<file path="config.mk">
export PLATFORM = sky130hd
export DESIGN_NAME = vcc_top
export DESIGN_NICKNAME = d
export VERILOG_FILES = /design/src/logic/vcc_pkg.sv /design/src/logic/vcc_stroke_timer.sv /design/src/logic/vcc_top.sv
export VERILOG_INCLUDE_DIRS = /design/src /design/src/logic
export SDC_FILE = /design/constraint.sdc
export NUM_CORES = 1
export LEC_CHECK = 0
export BUFFER_PORTS_ARGS = -buffer_cell sky130_fd_sc_hd__buf_2
export CAP_MARGIN = 20
export CELL_PAD_IN_SITES_DETAIL_PLACEMENT = 0
export CELL_PAD_IN_SITES_GLOBAL_PLACEMENT = 1
export CORE_MARGIN = 8
export CORE_UTILIZATION = 39
export CTS_CLUSTER_SIZE = 25
export DETAILED_ROUTE_END_ITERATION = 6
export PLACE_DENSITY_LB_ADDON = 0.1
export RECOVER_POWER = 100
export SYNTH_ARGS = -nofsm -noshare
export SYNTH_HDL_FRONTEND = slang
export SYNTH_SLANG_ARGS = --single-unit
</file>
<file path="constraint.sdc">
create_clock -name clk_sys -period 2.2 [get_ports clk_sys]
set_clock_uncertainty 0.15 [all_clocks]
set_input_delay 0.22 -clock clk_sys [delete_from_list [all_inputs] [get_ports clk_sys]]
set_output_delay 0.22 -clock clk_sys [all_outputs]
set_load 0.02 [all_outputs]
</file>
<file path="src/logic/vcc_defines.svh">
// Constants for the vector coordinate control block.
// Assumes inclusion by vcc_pkg and the design modules only.
`ifndef VCC_DEFINES_SVH
`define VCC_DEFINES_SVH

`define VCC_WORD_W 12
`define VCC_COORD_W 11
`define VCC_PARAM_W 9
`define VCC_EFF_LIMIT 11'sh200
`define VCC_VIS_X_LIMIT 11'sh100
`define VCC_VIS_Y_LIMIT 11'sh140
// Parameter word bit positions
`define VCC_PB_REL 0
`define VCC_PB_LONG 1
`define VCC_PB_INTENS 2
`define VCC_PB_IRESET 3
`define VCC_PB_ERASE 4
`define VCC_PB_FIG_LO 5
`define VCC_PB_FIG_HI 6
// Stroke times
`define VCC_CLK_MHZ 250
`define VCC_LONG_STROKE_US 4050
`define VCC_SHORT_STROKE_US 250
`define VCC_LONG_CYCLES (`VCC_LONG_STROKE_US * `VCC_CLK_MHZ)
`define VCC_SHORT_CYCLES (`VCC_SHORT_STROKE_US * `VCC_CLK_MHZ)

`endif

</file>
<file path="src/logic/vcc_pkg.sv">
// Types for the vector coordinate control block.
// Assumes the defines header sits beside it.
`include "vcc_defines.svh"

package vcc_pkg;
    typedef logic signed [`VCC_COORD_W-1:0] vcc_coord_t;
    typedef logic [`VCC_WORD_W-1:0] vcc_word_t;
    typedef logic [`VCC_PARAM_W-1:0] vcc_param_t;
    typedef enum logic [1:0] {
        VCC_FIG_LINE = 2'h0,
        VCC_FIG_POINT = 2'h1,
        VCC_FIG_CIRCLE = 2'h2,
        VCC_FIG_ARC = 2'h3
    } vcc_fig_e;
    typedef enum logic [3:0] {
        VCC_ST_WAIT_X = 4'h1,
        VCC_ST_WAIT_Y = 4'h2,
        VCC_ST_READY = 4'h4,
        VCC_ST_STROKE = 4'h8
    } vcc_state_e;
endpackage

</file>
<file path="src/logic/vcc_stroke_timer.sv">
// Stroke duration timer for the vector coordinate control block.
// Assumes a one-cycle start pulse and a clock at the VCC_CLK_MHZ rate of the defines header.
`include "vcc_defines.svh"

module vcc_stroke_timer #(
    parameter int LONG_CYCLES = `VCC_LONG_CYCLES,
    parameter int SHORT_CYCLES = `VCC_SHORT_CYCLES
) (
    input wire logic clk_sys,
    input wire logic reset_n,
    input wire logic start,
    input wire logic long_sel,
    output logic done
);
    import vcc_pkg::*;

    logic [23:0] count_reg;
    logic [23:0] count_next;
    logic done_reg;
    logic done_next;

    always_comb begin
        count_next = count_reg;
        done_next = 1'b0;
        if (start) begin
            count_next = long_sel ? 24'(LONG_CYCLES - 1) : 24'(SHORT_CYCLES - 1);
        end else if (count_reg != 24'h000000) begin
            count_next = count_reg - 24'h000001;
            done_next = (count_reg == 24'h000001);
        end
    end

    always_ff @(posedge clk_sys) begin
        if (!reset_n) begin
            count_reg <= 24'h000000;
            done_reg <= 1'b0;
        end else begin
            count_reg <= count_next;
            done_reg <= done_next;
        end
    end

    assign done = done_reg;
endmodule

</file>
<file path="src/logic/vcc_top.sv">
// Coordinate front end of a vector display controller.
// Assumes the host issues one-cycle write strobes with accumulator data.
//
// Behaviour
// - Coordinates live in a signed space spanning plus or minus 512 on both axes.
// - The visible window is plus or minus 256 in X and plus or minus 320 in Y.
// - An absolute coordinate is a displacement from the origin.
// - A relative coordinate adds to the last named position of that axis alone.
// - Figure characteristics arrive in a parameter word apart from coordinates.
// - X and Y positions arrive in data words apart from the parameter word.
// - Strokes resolve endpoints as absolute or relative per the mode bit.
// - Lines, points, circles and arcs are the four figure types.
// - Parameter and data words are taken as binary accumulator values.
// - Drawing options are single bits of a nine-bit parameter word.
// - Vector completion raises a ready flag for the host skip test.
// - An integrator reset returns the current position to the origin.
`include "vcc_defines.svh"

module vcc_top (
    input wire logic clk_sys,
    input wire logic reset_n,
    input wire logic param_wr,
    input wire logic data_wr,
    input wire vcc_pkg::vcc_word_t acc_data,
    input wire logic skip_clr,
    output logic ready_flag,
    output logic busy,
    output vcc_pkg::vcc_coord_t pos_x,
    output vcc_pkg::vcc_coord_t pos_y,
    output vcc_pkg::vcc_coord_t end_x,
    output vcc_pkg::vcc_coord_t end_y,
    output vcc_pkg::vcc_fig_e figure,
    output logic intensify,
    output logic long_stroke,
    output logic erase,
    output logic stroke_start,
    output logic visible
);
    import vcc_pkg::*;

    ////////////////////////////////////////////////////////////////////////////////
    // Helpers

    // Narrows an accumulator word to a coordinate; upper bits are sign extension
    function automatic vcc_coord_t to_coord(input vcc_word_t w);
        to_coord = w[`VCC_COORD_W-1:0];
    endfunction

    // Resolves one axis endpoint; wraps in the 11-bit coordinate width on overflow
    function automatic vcc_coord_t resolve(input logic rel, input vcc_coord_t base,
                                           input vcc_coord_t d);
        resolve = rel ? vcc_coord_t'(base + d) : d;
    endfunction

    function automatic logic in_window(input vcc_coord_t x, input vcc_coord_t y);
        in_window = (x >= -`VCC_VIS_X_LIMIT) && (x <= `VCC_VIS_X_LIMIT)
                 && (y >= -`VCC_VIS_Y_LIMIT) && (y <= `VCC_VIS_Y_LIMIT);
    endfunction

    ////////////////////////////////////////////////////////////////////////////////
    // State

    vcc_state_e state_reg, state_next;
    vcc_param_t param_reg, param_next;
    vcc_coord_t dx_reg, dx_next, dy_reg, dy_next;
    vcc_coord_t pos_x_reg, pos_x_next, pos_y_reg, pos_y_next;
    vcc_coord_t end_x_reg, end_x_next, end_y_reg, end_y_next;
    logic ready_reg, ready_next;
    logic start_reg, start_next;
    logic erase_reg, erase_next;
    logic vis_reg, vis_next;
    logic timer_done;

    ////////////////////////////////////////////////////////////////////////////////
    // Sequencing

    always_comb begin
        state_next = state_reg;
        param_next = param_reg;
        dx_next = dx_reg;
        dy_next = dy_reg;
        pos_x_next = pos_x_reg;
        pos_y_next = pos_y_reg;
        end_x_next = end_x_reg;
        end_y_next = end_y_reg;
        ready_next = ready_reg;
        start_next = 1'b0;
        erase_next = 1'b0;
        vis_next = vis_reg;
        if (skip_clr) begin
            ready_next = 1'b0;
        end
        case (state_reg)
            VCC_ST_WAIT_X: begin
                if (data_wr) begin
                    dx_next = to_coord(acc_data);
                    state_next = VCC_ST_WAIT_Y;
                end
            end
            VCC_ST_WAIT_Y: begin
                if (data_wr) begin
                    dy_next = to_coord(acc_data);
                    state_next = VCC_ST_READY;
                end
            end
            VCC_ST_READY: begin
                if (data_wr) begin
                    // A fresh X restarts the coordinate pair
                    dx_next = to_coord(acc_data);
                    state_next = VCC_ST_WAIT_Y;
                end else if (param_wr) begin
                    param_next = acc_data[`VCC_PARAM_W-1:0];
                    erase_next = acc_data[`VCC_PB_ERASE];
                    if (acc_data[`VCC_PB_IRESET]) begin
                        // Origin reference taken before resolving relative endpoints
                        end_x_next = resolve(acc_data[`VCC_PB_REL], 11'sh000, dx_reg);
                        end_y_next = resolve(acc_data[`VCC_PB_REL], 11'sh000, dy_reg);
                        pos_x_next = 11'sh000;
                        pos_y_next = 11'sh000;
                    end else begin
                        end_x_next = resolve(acc_data[`VCC_PB_REL], pos_x_reg, dx_reg);
                        end_y_next = resolve(acc_data[`VCC_PB_REL], pos_y_reg, dy_reg);
                    end
                    ready_next = 1'b0;
                    start_next = 1'b1;
                    state_next = VCC_ST_STROKE;
                end
            end
            VCC_ST_STROKE: begin
                if (timer_done) begin
                    pos_x_next = end_x_reg;
                    pos_y_next = end_y_reg;
                    vis_next = in_window(end_x_reg, end_y_reg);
                    ready_next = 1'b1;
                    state_next = VCC_ST_WAIT_X;
                end
            end
            default: state_next = VCC_ST_WAIT_X;
        endcase
    end

    always_ff @(posedge clk_sys) begin
        if (!reset_n) begin
            state_reg <= VCC_ST_WAIT_X;
            param_reg <= 9'h000;
            dx_reg <= 11'sh000;
            dy_reg <= 11'sh000;
            pos_x_reg <= 11'sh000;
            pos_y_reg <= 11'sh000;
            end_x_reg <= 11'sh000;
            end_y_reg <= 11'sh000;
            ready_reg <= 1'b0;
            start_reg <= 1'b0;
            erase_reg <= 1'b0;
            vis_reg <= 1'b1;
        end else begin
            state_reg <= state_next;
            param_reg <= param_next;
            dx_reg <= dx_next;
            dy_reg <= dy_next;
            pos_x_reg <= pos_x_next;
            pos_y_reg <= pos_y_next;
            end_x_reg <= end_x_next;
            end_y_reg <= end_y_next;
            ready_reg <= ready_next;
            start_reg <= start_next;
            erase_reg <= erase_next;
            vis_reg <= vis_next;
        end
    end

    ////////////////////////////////////////////////////////////////////////////////
    // Stroke duration; points, circles and arcs share the line timer as the analog side sets shape

    vcc_stroke_timer u_timer (
        .clk_sys(clk_sys),
        .reset_n(reset_n),
        .start(start_reg),
        .long_sel(param_reg[`VCC_PB_LONG]),
        .done(timer_done)
    );

    assign ready_flag = ready_reg;
    assign busy = state_reg[3];
    assign pos_x = pos_x_reg;
    assign pos_y = pos_y_reg;
    assign end_x = end_x_reg;
    assign end_y = end_y_reg;
    assign figure = vcc_fig_e'(param_reg[`VCC_PB_FIG_HI:`VCC_PB_FIG_LO]);
    assign intensify = param_reg[`VCC_PB_INTENS];
    assign long_stroke = param_reg[`VCC_PB_LONG];
    assign erase = erase_reg;
    assign stroke_start = start_reg;
    assign visible = vis_reg;
endmodule

</file>
==> flow_summary.ini, run 1 <==
[die]
initial_core_util = 0.3995
io_pins = 70
die_x_microns = 135.5
dieHeight_microns = 135.5
core_area_sq_um = 13930
dieArea_sq_um = 18350
placementRows = 43

[critical_path]
arrival_ns = 2.26
start_kind = flop
cp_max_fo = 3
path_class = flop to flop
crit_path_end_kind = flop
worst_ep_required_time_ns = 2.31

[clocking]
root_buffer = clkbuf_16
clk_latency_ns = 0.36
htreeDepth = 3
postCtsSetupBuffers = 0
cts_made_buffers = 9
clkSinkCount = 103
cts_tree = yes
path_clk_slew_ns = 0.08
clockBufferDepth = 2

[logic_synthesis]
synth-main-ff-cell = dfxtp_1
ys_top_cells_by_area = dfxtp_1 37%, ha_1 5.4%, nor2_1 5.3%
ys_warn_count = 0
synth_area_sq_um = 5567
synth_edf_count = 0
synth_seq_cells = 103
synthArstFlopShare = 0
ys_seq_area_frac = 0.3704
synth.distinct_cells = 60
synth_area_leader_cell = dfxtp_1
syn-num-nets = 723
syn_area_per_cell_sq_um = 8.186
yosysTopAreaCellShare = 0.3704
synthCells = 680

[routing]
routed_wl_microns = 17150
ant_nets = 0
detail_route.vias_per_cell = 5.559
vias = 5264
wl_per_cell_microns = 18.11
drt-initial-drc-count = 288
drt_first_pass_iters = 7
drc = 0

[global_route]
grt_max_degree = 35
grt_pass1_wl_microns = 27480
grt_pass1_vias = 5163
grt_overflow = 0
grt_usage = 0.1873
antenna_found_initial = 0

[power]
power_density_nw_per_um2 = 952.7
power.total_mw = 6.334
peakVddDrop_mv = 0.4284
p_leak_nw = 2.582

[cells_and_area]
layout.cells.non_filler = 947
nFillCells = 1383
layout-drive-gt1-share = 0.1226
syn_to_final_growth_pct = 19.44
n_antenna_cell = 0
mostFrequentLayoutCells = 98 x dfxtp_1, 79 x nor2_1, 68 x nand2_1
stdcell_area_sq_um = 6649
final_common_cell = dfxtp_1
largest_reg_flops = 24
nets = 805

[timing]
period_needed_ns = 2.148
setup-violations-final = 0
fin_crit_sh = 0.9763
slew_headroom = 0.6109
hold_ws_ns = 0.003165
worst_pin_slew_ns = 0.5836
hold_viol = 0
fmax_ghz = 0.4656
rsz0062_at_grt = true
slew_viol_final = 0

[flow_run]
maxCapViolCount = 0

[placement]
gp_congestion = 0.8691
place_hpwl_microns = 12420
post_dp_cell_area_sq_um = 6276
io_buffers = 68
dp_cells = 925

[run_status]
status = complete, no violations

[hold_path]
min_path_type = input pin to flop
## Yosys cell counts (3+ instances only)
| cell type | n |
|---|---|
| nand2b_1 | 9 |
| o2111ai_1 | 5 |
| nand3_1 | 19 |
| nand3b_1 | 5 |
| nand4_1 | 26 |
| a21oi_1 | 58 |
| o31a_1 | 3 |
| o21a_1 | 17 |
| inv_1 | 13 |
| o311a_1 | 4 |
| xor2_1 | 8 |
| mux2i_1 | 25 |
| a211oi_1 | 8 |
| nand4b_1 | 3 |
| nor2b_1 | 7 |
| nor4_1 | 6 |
| a31oi_1 | 5 |
| or2_2 | 3 |
| dfxtp_1 | 103 |
| ha_1 | 24 |
| nor2_1 | 79 |
| a211o_1 | 3 |
| o41ai_1 | 3 |
| nand2_1 | 68 |
| a21o_1 | 9 |
| clkbuf_1 | 35 |
| or3_1 | 14 |
| o211ai_1 | 9 |
| and3_1 | 5 |
| o21ai_0 | 35 |
| nor3_1 | 14 |
| and2_1 | 9 |
| xnor2_1 | 10 |
## kinds of logic after synthesis
family	Yosys count	synth area share
xor gates and xnor gates	18	0.02832
DFF	103	0.3704
buffers and inverters	52	0.03551
AOI/OAI and AO/OA	175	0.2016
adders and majority gates	26	0.06114
and+or+nand+nor	281	0.2580
muxes	25	0.04495
## critical path, cell delays in order, from the launching register on
cell	delay, ns
dfxtp_4	0.36
ha_4	0.16
inv_2	0.05
fa_2	0.21
nor2b_2	0.06
buf_6	0.12
o31a_1	0.30
o211a_1	0.24
o21a_1	0.19
o31ai_1	0.22
## per-stage QoR
| stage | setup WS, ns | utilization | TNS (ns) |
|---|---|---|---|
| CTS | 0.0002423 | 0.4790 | 0 |
| global placement | 0.06314 | 0.4504 | 0 |
| global route | -0.03279 | 0.4771 | -0.06326 |
| finish | 0.05220 | 0.4771 | 0 |
| floorplan | 0.02506 | - | 0 |
| detailed placement | -0.001915 | 0.4504 | -0.001915 |
## per-layer routing
metal  up-vias  part of all wire  GRT usage
li1       2639                 -          -
met4         0            0.0041    0.03825
met3         4             0.035    0.04154
met2       104              0.50     0.3257
met1      2517              0.46     0.2316
met5         -                 0          0
## where the power goes
part	total [mW]	internal [mW]	switching (mW)	leakage (nW)
Combinational	2.18	0.995	1.19	1.59
Sequential	2.36	2.09	0.266	0.837
Clock	1.80	1.04	0.760	0.159
Total	6.33	4.12	2.21	2.58
## timing repair
item	CTS	global route
hold endpoints to repair	13	0
hold buffers	6	0
endpoints found under the setup margin	3	11
resized for setup	4	16
pin swaps	0	7
## path summary, 6_finish.rpt
| kind | slack [ns] | startpoint | depth (start not counted) | end |
|---|---|---|---|---|
| worst max-delay path | 0.05 | pos_y[0]$_SDFFE_PN0P_ | 9 | end_y[8]$_SDFFE_PN0P_ |
| worst min register to register | 0.31 | param_reg[2]$_SDFFE_PN0P_ | 2 | param_reg[2]$_SDFFE_PN0P_ |
| worst min-delay path | 0.003 | acc_data[10] | 3 | dy_reg[10]$_SDFFE_PN0P_ |
| worst max register to register | 0.05 | pos_y[0]$_SDFFE_PN0P_ | 9 | end_y[8]$_SDFFE_PN0P_ |
## area by class of cell
| type | instances | area, sq um | area share |
|---|---|---|---|
| Multi-Input combinational cell | 525 | 3368 | 0.5066 |
| Sequential cell | 103 | 2071 | 0.3114 |
| Timing Repair Buffer | 109 | 603.1 | 0.09070 |
| Clock buffer | 10 | 239.0 | 0.03594 |
| Tap cell | 180 | 225.2 | 0.03387 |
| Clock inverter | 6 | 90.09 | 0.01355 |
| Inverter | 14 | 52.55 | 0.007904 |
Power figures use the tool's default switching activity.
==> run 2: changes to the inputs <==
PLACE_DENSITY = 0.81   (was unset)
PLACE_DENSITY_LB_ADDON = unset   (was 0.1)
==> run 2 against run 1 <==
  * Largest power group unchanged
  * First-iteration DRC count grew 28%
  * Clock power shrank 12%
  * Sequential power is essentially flat
  * Fmax grew 0.16%
  * Critical path type unchanged
  * Wire length shrank 2.9%
  * Final cell count grew 0.32%
  * Cell area shrank 0.49%
  * Sequential share of layout area grew 0.12 points
  * Combinational power shrank 2%
  * Die area is the same
==> flow_summary.ini, run 2 (same netlist as run 1, synthesis figures left out) <==
[routing]
vias = 5337
wl_per_cell_microns = 17.52
ant_nets = 0
drc = 0
drt-initial-drc-count = 369
drt_first_pass_iters = 4
routed_wl_microns = 16650
detail_route.vias_per_cell = 5.618

[timing]
fin_crit_sh = 0.9747
setup-violations-final = 0
rsz0062_at_grt = false
hold_viol = 0
period_needed_ns = 2.144
slew_headroom = 0.5867
fmax_ghz = 0.4663
worst_pin_slew_ns = 0.6200
slew_viol_final = 0
setup_tns_ns = 0

[critical_path]
cp_cell_sequence = ha_2, inv_1, fa_2, nor2b_1, buf_4, o31a_1, o211a_1, o21a_1, o31ai_2
path_class = flop to flop
cp_max_fo = 3
cp.buffers_inverters = 2
worst_ep_required_time_ns = 2.33
start_kind = flop
crit_path_max_incr_delay_ns = 0.34
crit_path_end_kind = flop
crit_slowest_cell = dfxtp_2
arrival_ns = 2.27
cp_top_family = compound AO/OA/AOI/OAI gates

[global_route]
grt_pass1_wl_microns = 26730
grt_pass1_vias = 5219
antenna_found_initial = 1
grt_overflow = 0
grt_max_degree = 35
grt_usage = 0.1805

[die]
placementRows = 43
core_area_sq_um = 13930
initial_core_util = 0.3995
dieArea_sq_um = 18350
io_pins = 70
dieHeight_microns = 135.5
die_x_microns = 135.5

[cells_and_area]
stdcell_area_sq_um = 6616
largest_reg_flops = 24
syn_to_final_growth_pct = 18.86
nets = 807
mostFrequentLayoutCells = 98 x dfxtp_1, 79 x nor2_1, 68 x nand2_1
layout-drive-gt1-share = 0.1209
final_common_cell = dfxtp_1

[hold_path]
min_path_type = input pin to flop

[power]
p_leak_nw = 2.562
power_density_nw_per_um2 = 918.5
peakVddDrop_mv = 0.5312

[placement]
place_hpwl_microns = 12180
gp_congestion = 0.8754
io_buffers = 68
post_dp_cell_area_sq_um = 6284

[run_status]
status = complete, no violations

[clocking]
cts_made_buffers = 9
postCtsSetupBuffers = 0
clockBufferDepth = 2
htreeDepth = 3
path_clk_slew_ns = 0.08
cts_tree = yes
clkSinkCount = 103
root_buffer = clkbuf_16
clk_latency_ns = 0.36

[flow_run]
maxCapViolCount = 0
==> run 2: area by class of cell <==
| class | instances | area, sq um |
|---|---|---|
| clock buffers | 10 | 229.0 |
| clock inverters | 6 | 62.56 |
| multi-input cells | 525 | 3378 |
| diodes | 1 | 2.502 |
| fillers | 1415 | 7318 |
| inverters | 14 | 52.55 |
| flip-flops and latches | 103 | 2068 |
| well taps | 180 | 225.2 |
| repair buffers | 111 | 598.1 |
==> run 2: where the power goes <==
part | switching (mW) | total [mW] | internal (mW)
clock network | 0.788 | 1.59 | 0.799
logic | 1.19 | 2.14 | 0.955
registers | 0.256 | 2.35 | 2.09
==> run 2: metal layers <==
metal  GRT usage  part of all wire  up-vias
li1            -                 -     2637
met1      0.2237              0.45     2521
met3     0.04488             0.049       22
met5           0                 0        -
met4     0.05676             0.020        0
met2      0.3007              0.48      157
==> run 2: worst min-delay path, cell delays in order <==
cell,delay [ns]
buf_2,0.12
mux2i_1,0.07
nor2_1,0.07
==> run 2: final timing paths <==
| kind | from | endpoint | depth (start not counted) | slack (ns) |
|---|---|---|---|---|
| setup reg to reg | pos_x[0]$_SDFFE_PN0P_ | end_x[8]$_SDFFE_PN0P_ | 9 | 0.06 |
| hold reg to reg | param_reg[2]$_SDFFE_PN0P_ | param_reg[2]$_SDFFE_PN0P_ | 2 | 0.31 |
| hold / removal | acc_data[9] | dy_reg[9]$_SDFFE_PN0P_ | 3 | 0.02 |
| setup / recovery | pos_x[0]$_SDFFE_PN0P_ | end_x[8]$_SDFFE_PN0P_ | 9 | 0.06 |
==> run 2: through the flow <==
step	hold WS, ns	power [mW]	worst slack (ns)	instances	utilization
after floorplan	0.1917	3.830	0.02506	680	-
after global placement	0.2934	4.421	0.08546	926	0.4509
after detailed placement	0.2983	4.483	0.01015	926	0.4509
after CTS	0.007874	6.096	0.001737	949	0.4771
after global routing	0.02069	6.447	0.0002633	950	0.4748
final	0.01971	6.077	0.05563	950	0.4748
==> run 2: repair_timing <==
item / in CTS / in global routing
endpoints found under the setup margin: 2 / 13
hold buffers: 7 / 0
gates cloned: 0 / 0
hold endpoints to repair: 14 / 0
gates resized for setup: 1 / 18
pin swaps: 0 / 5
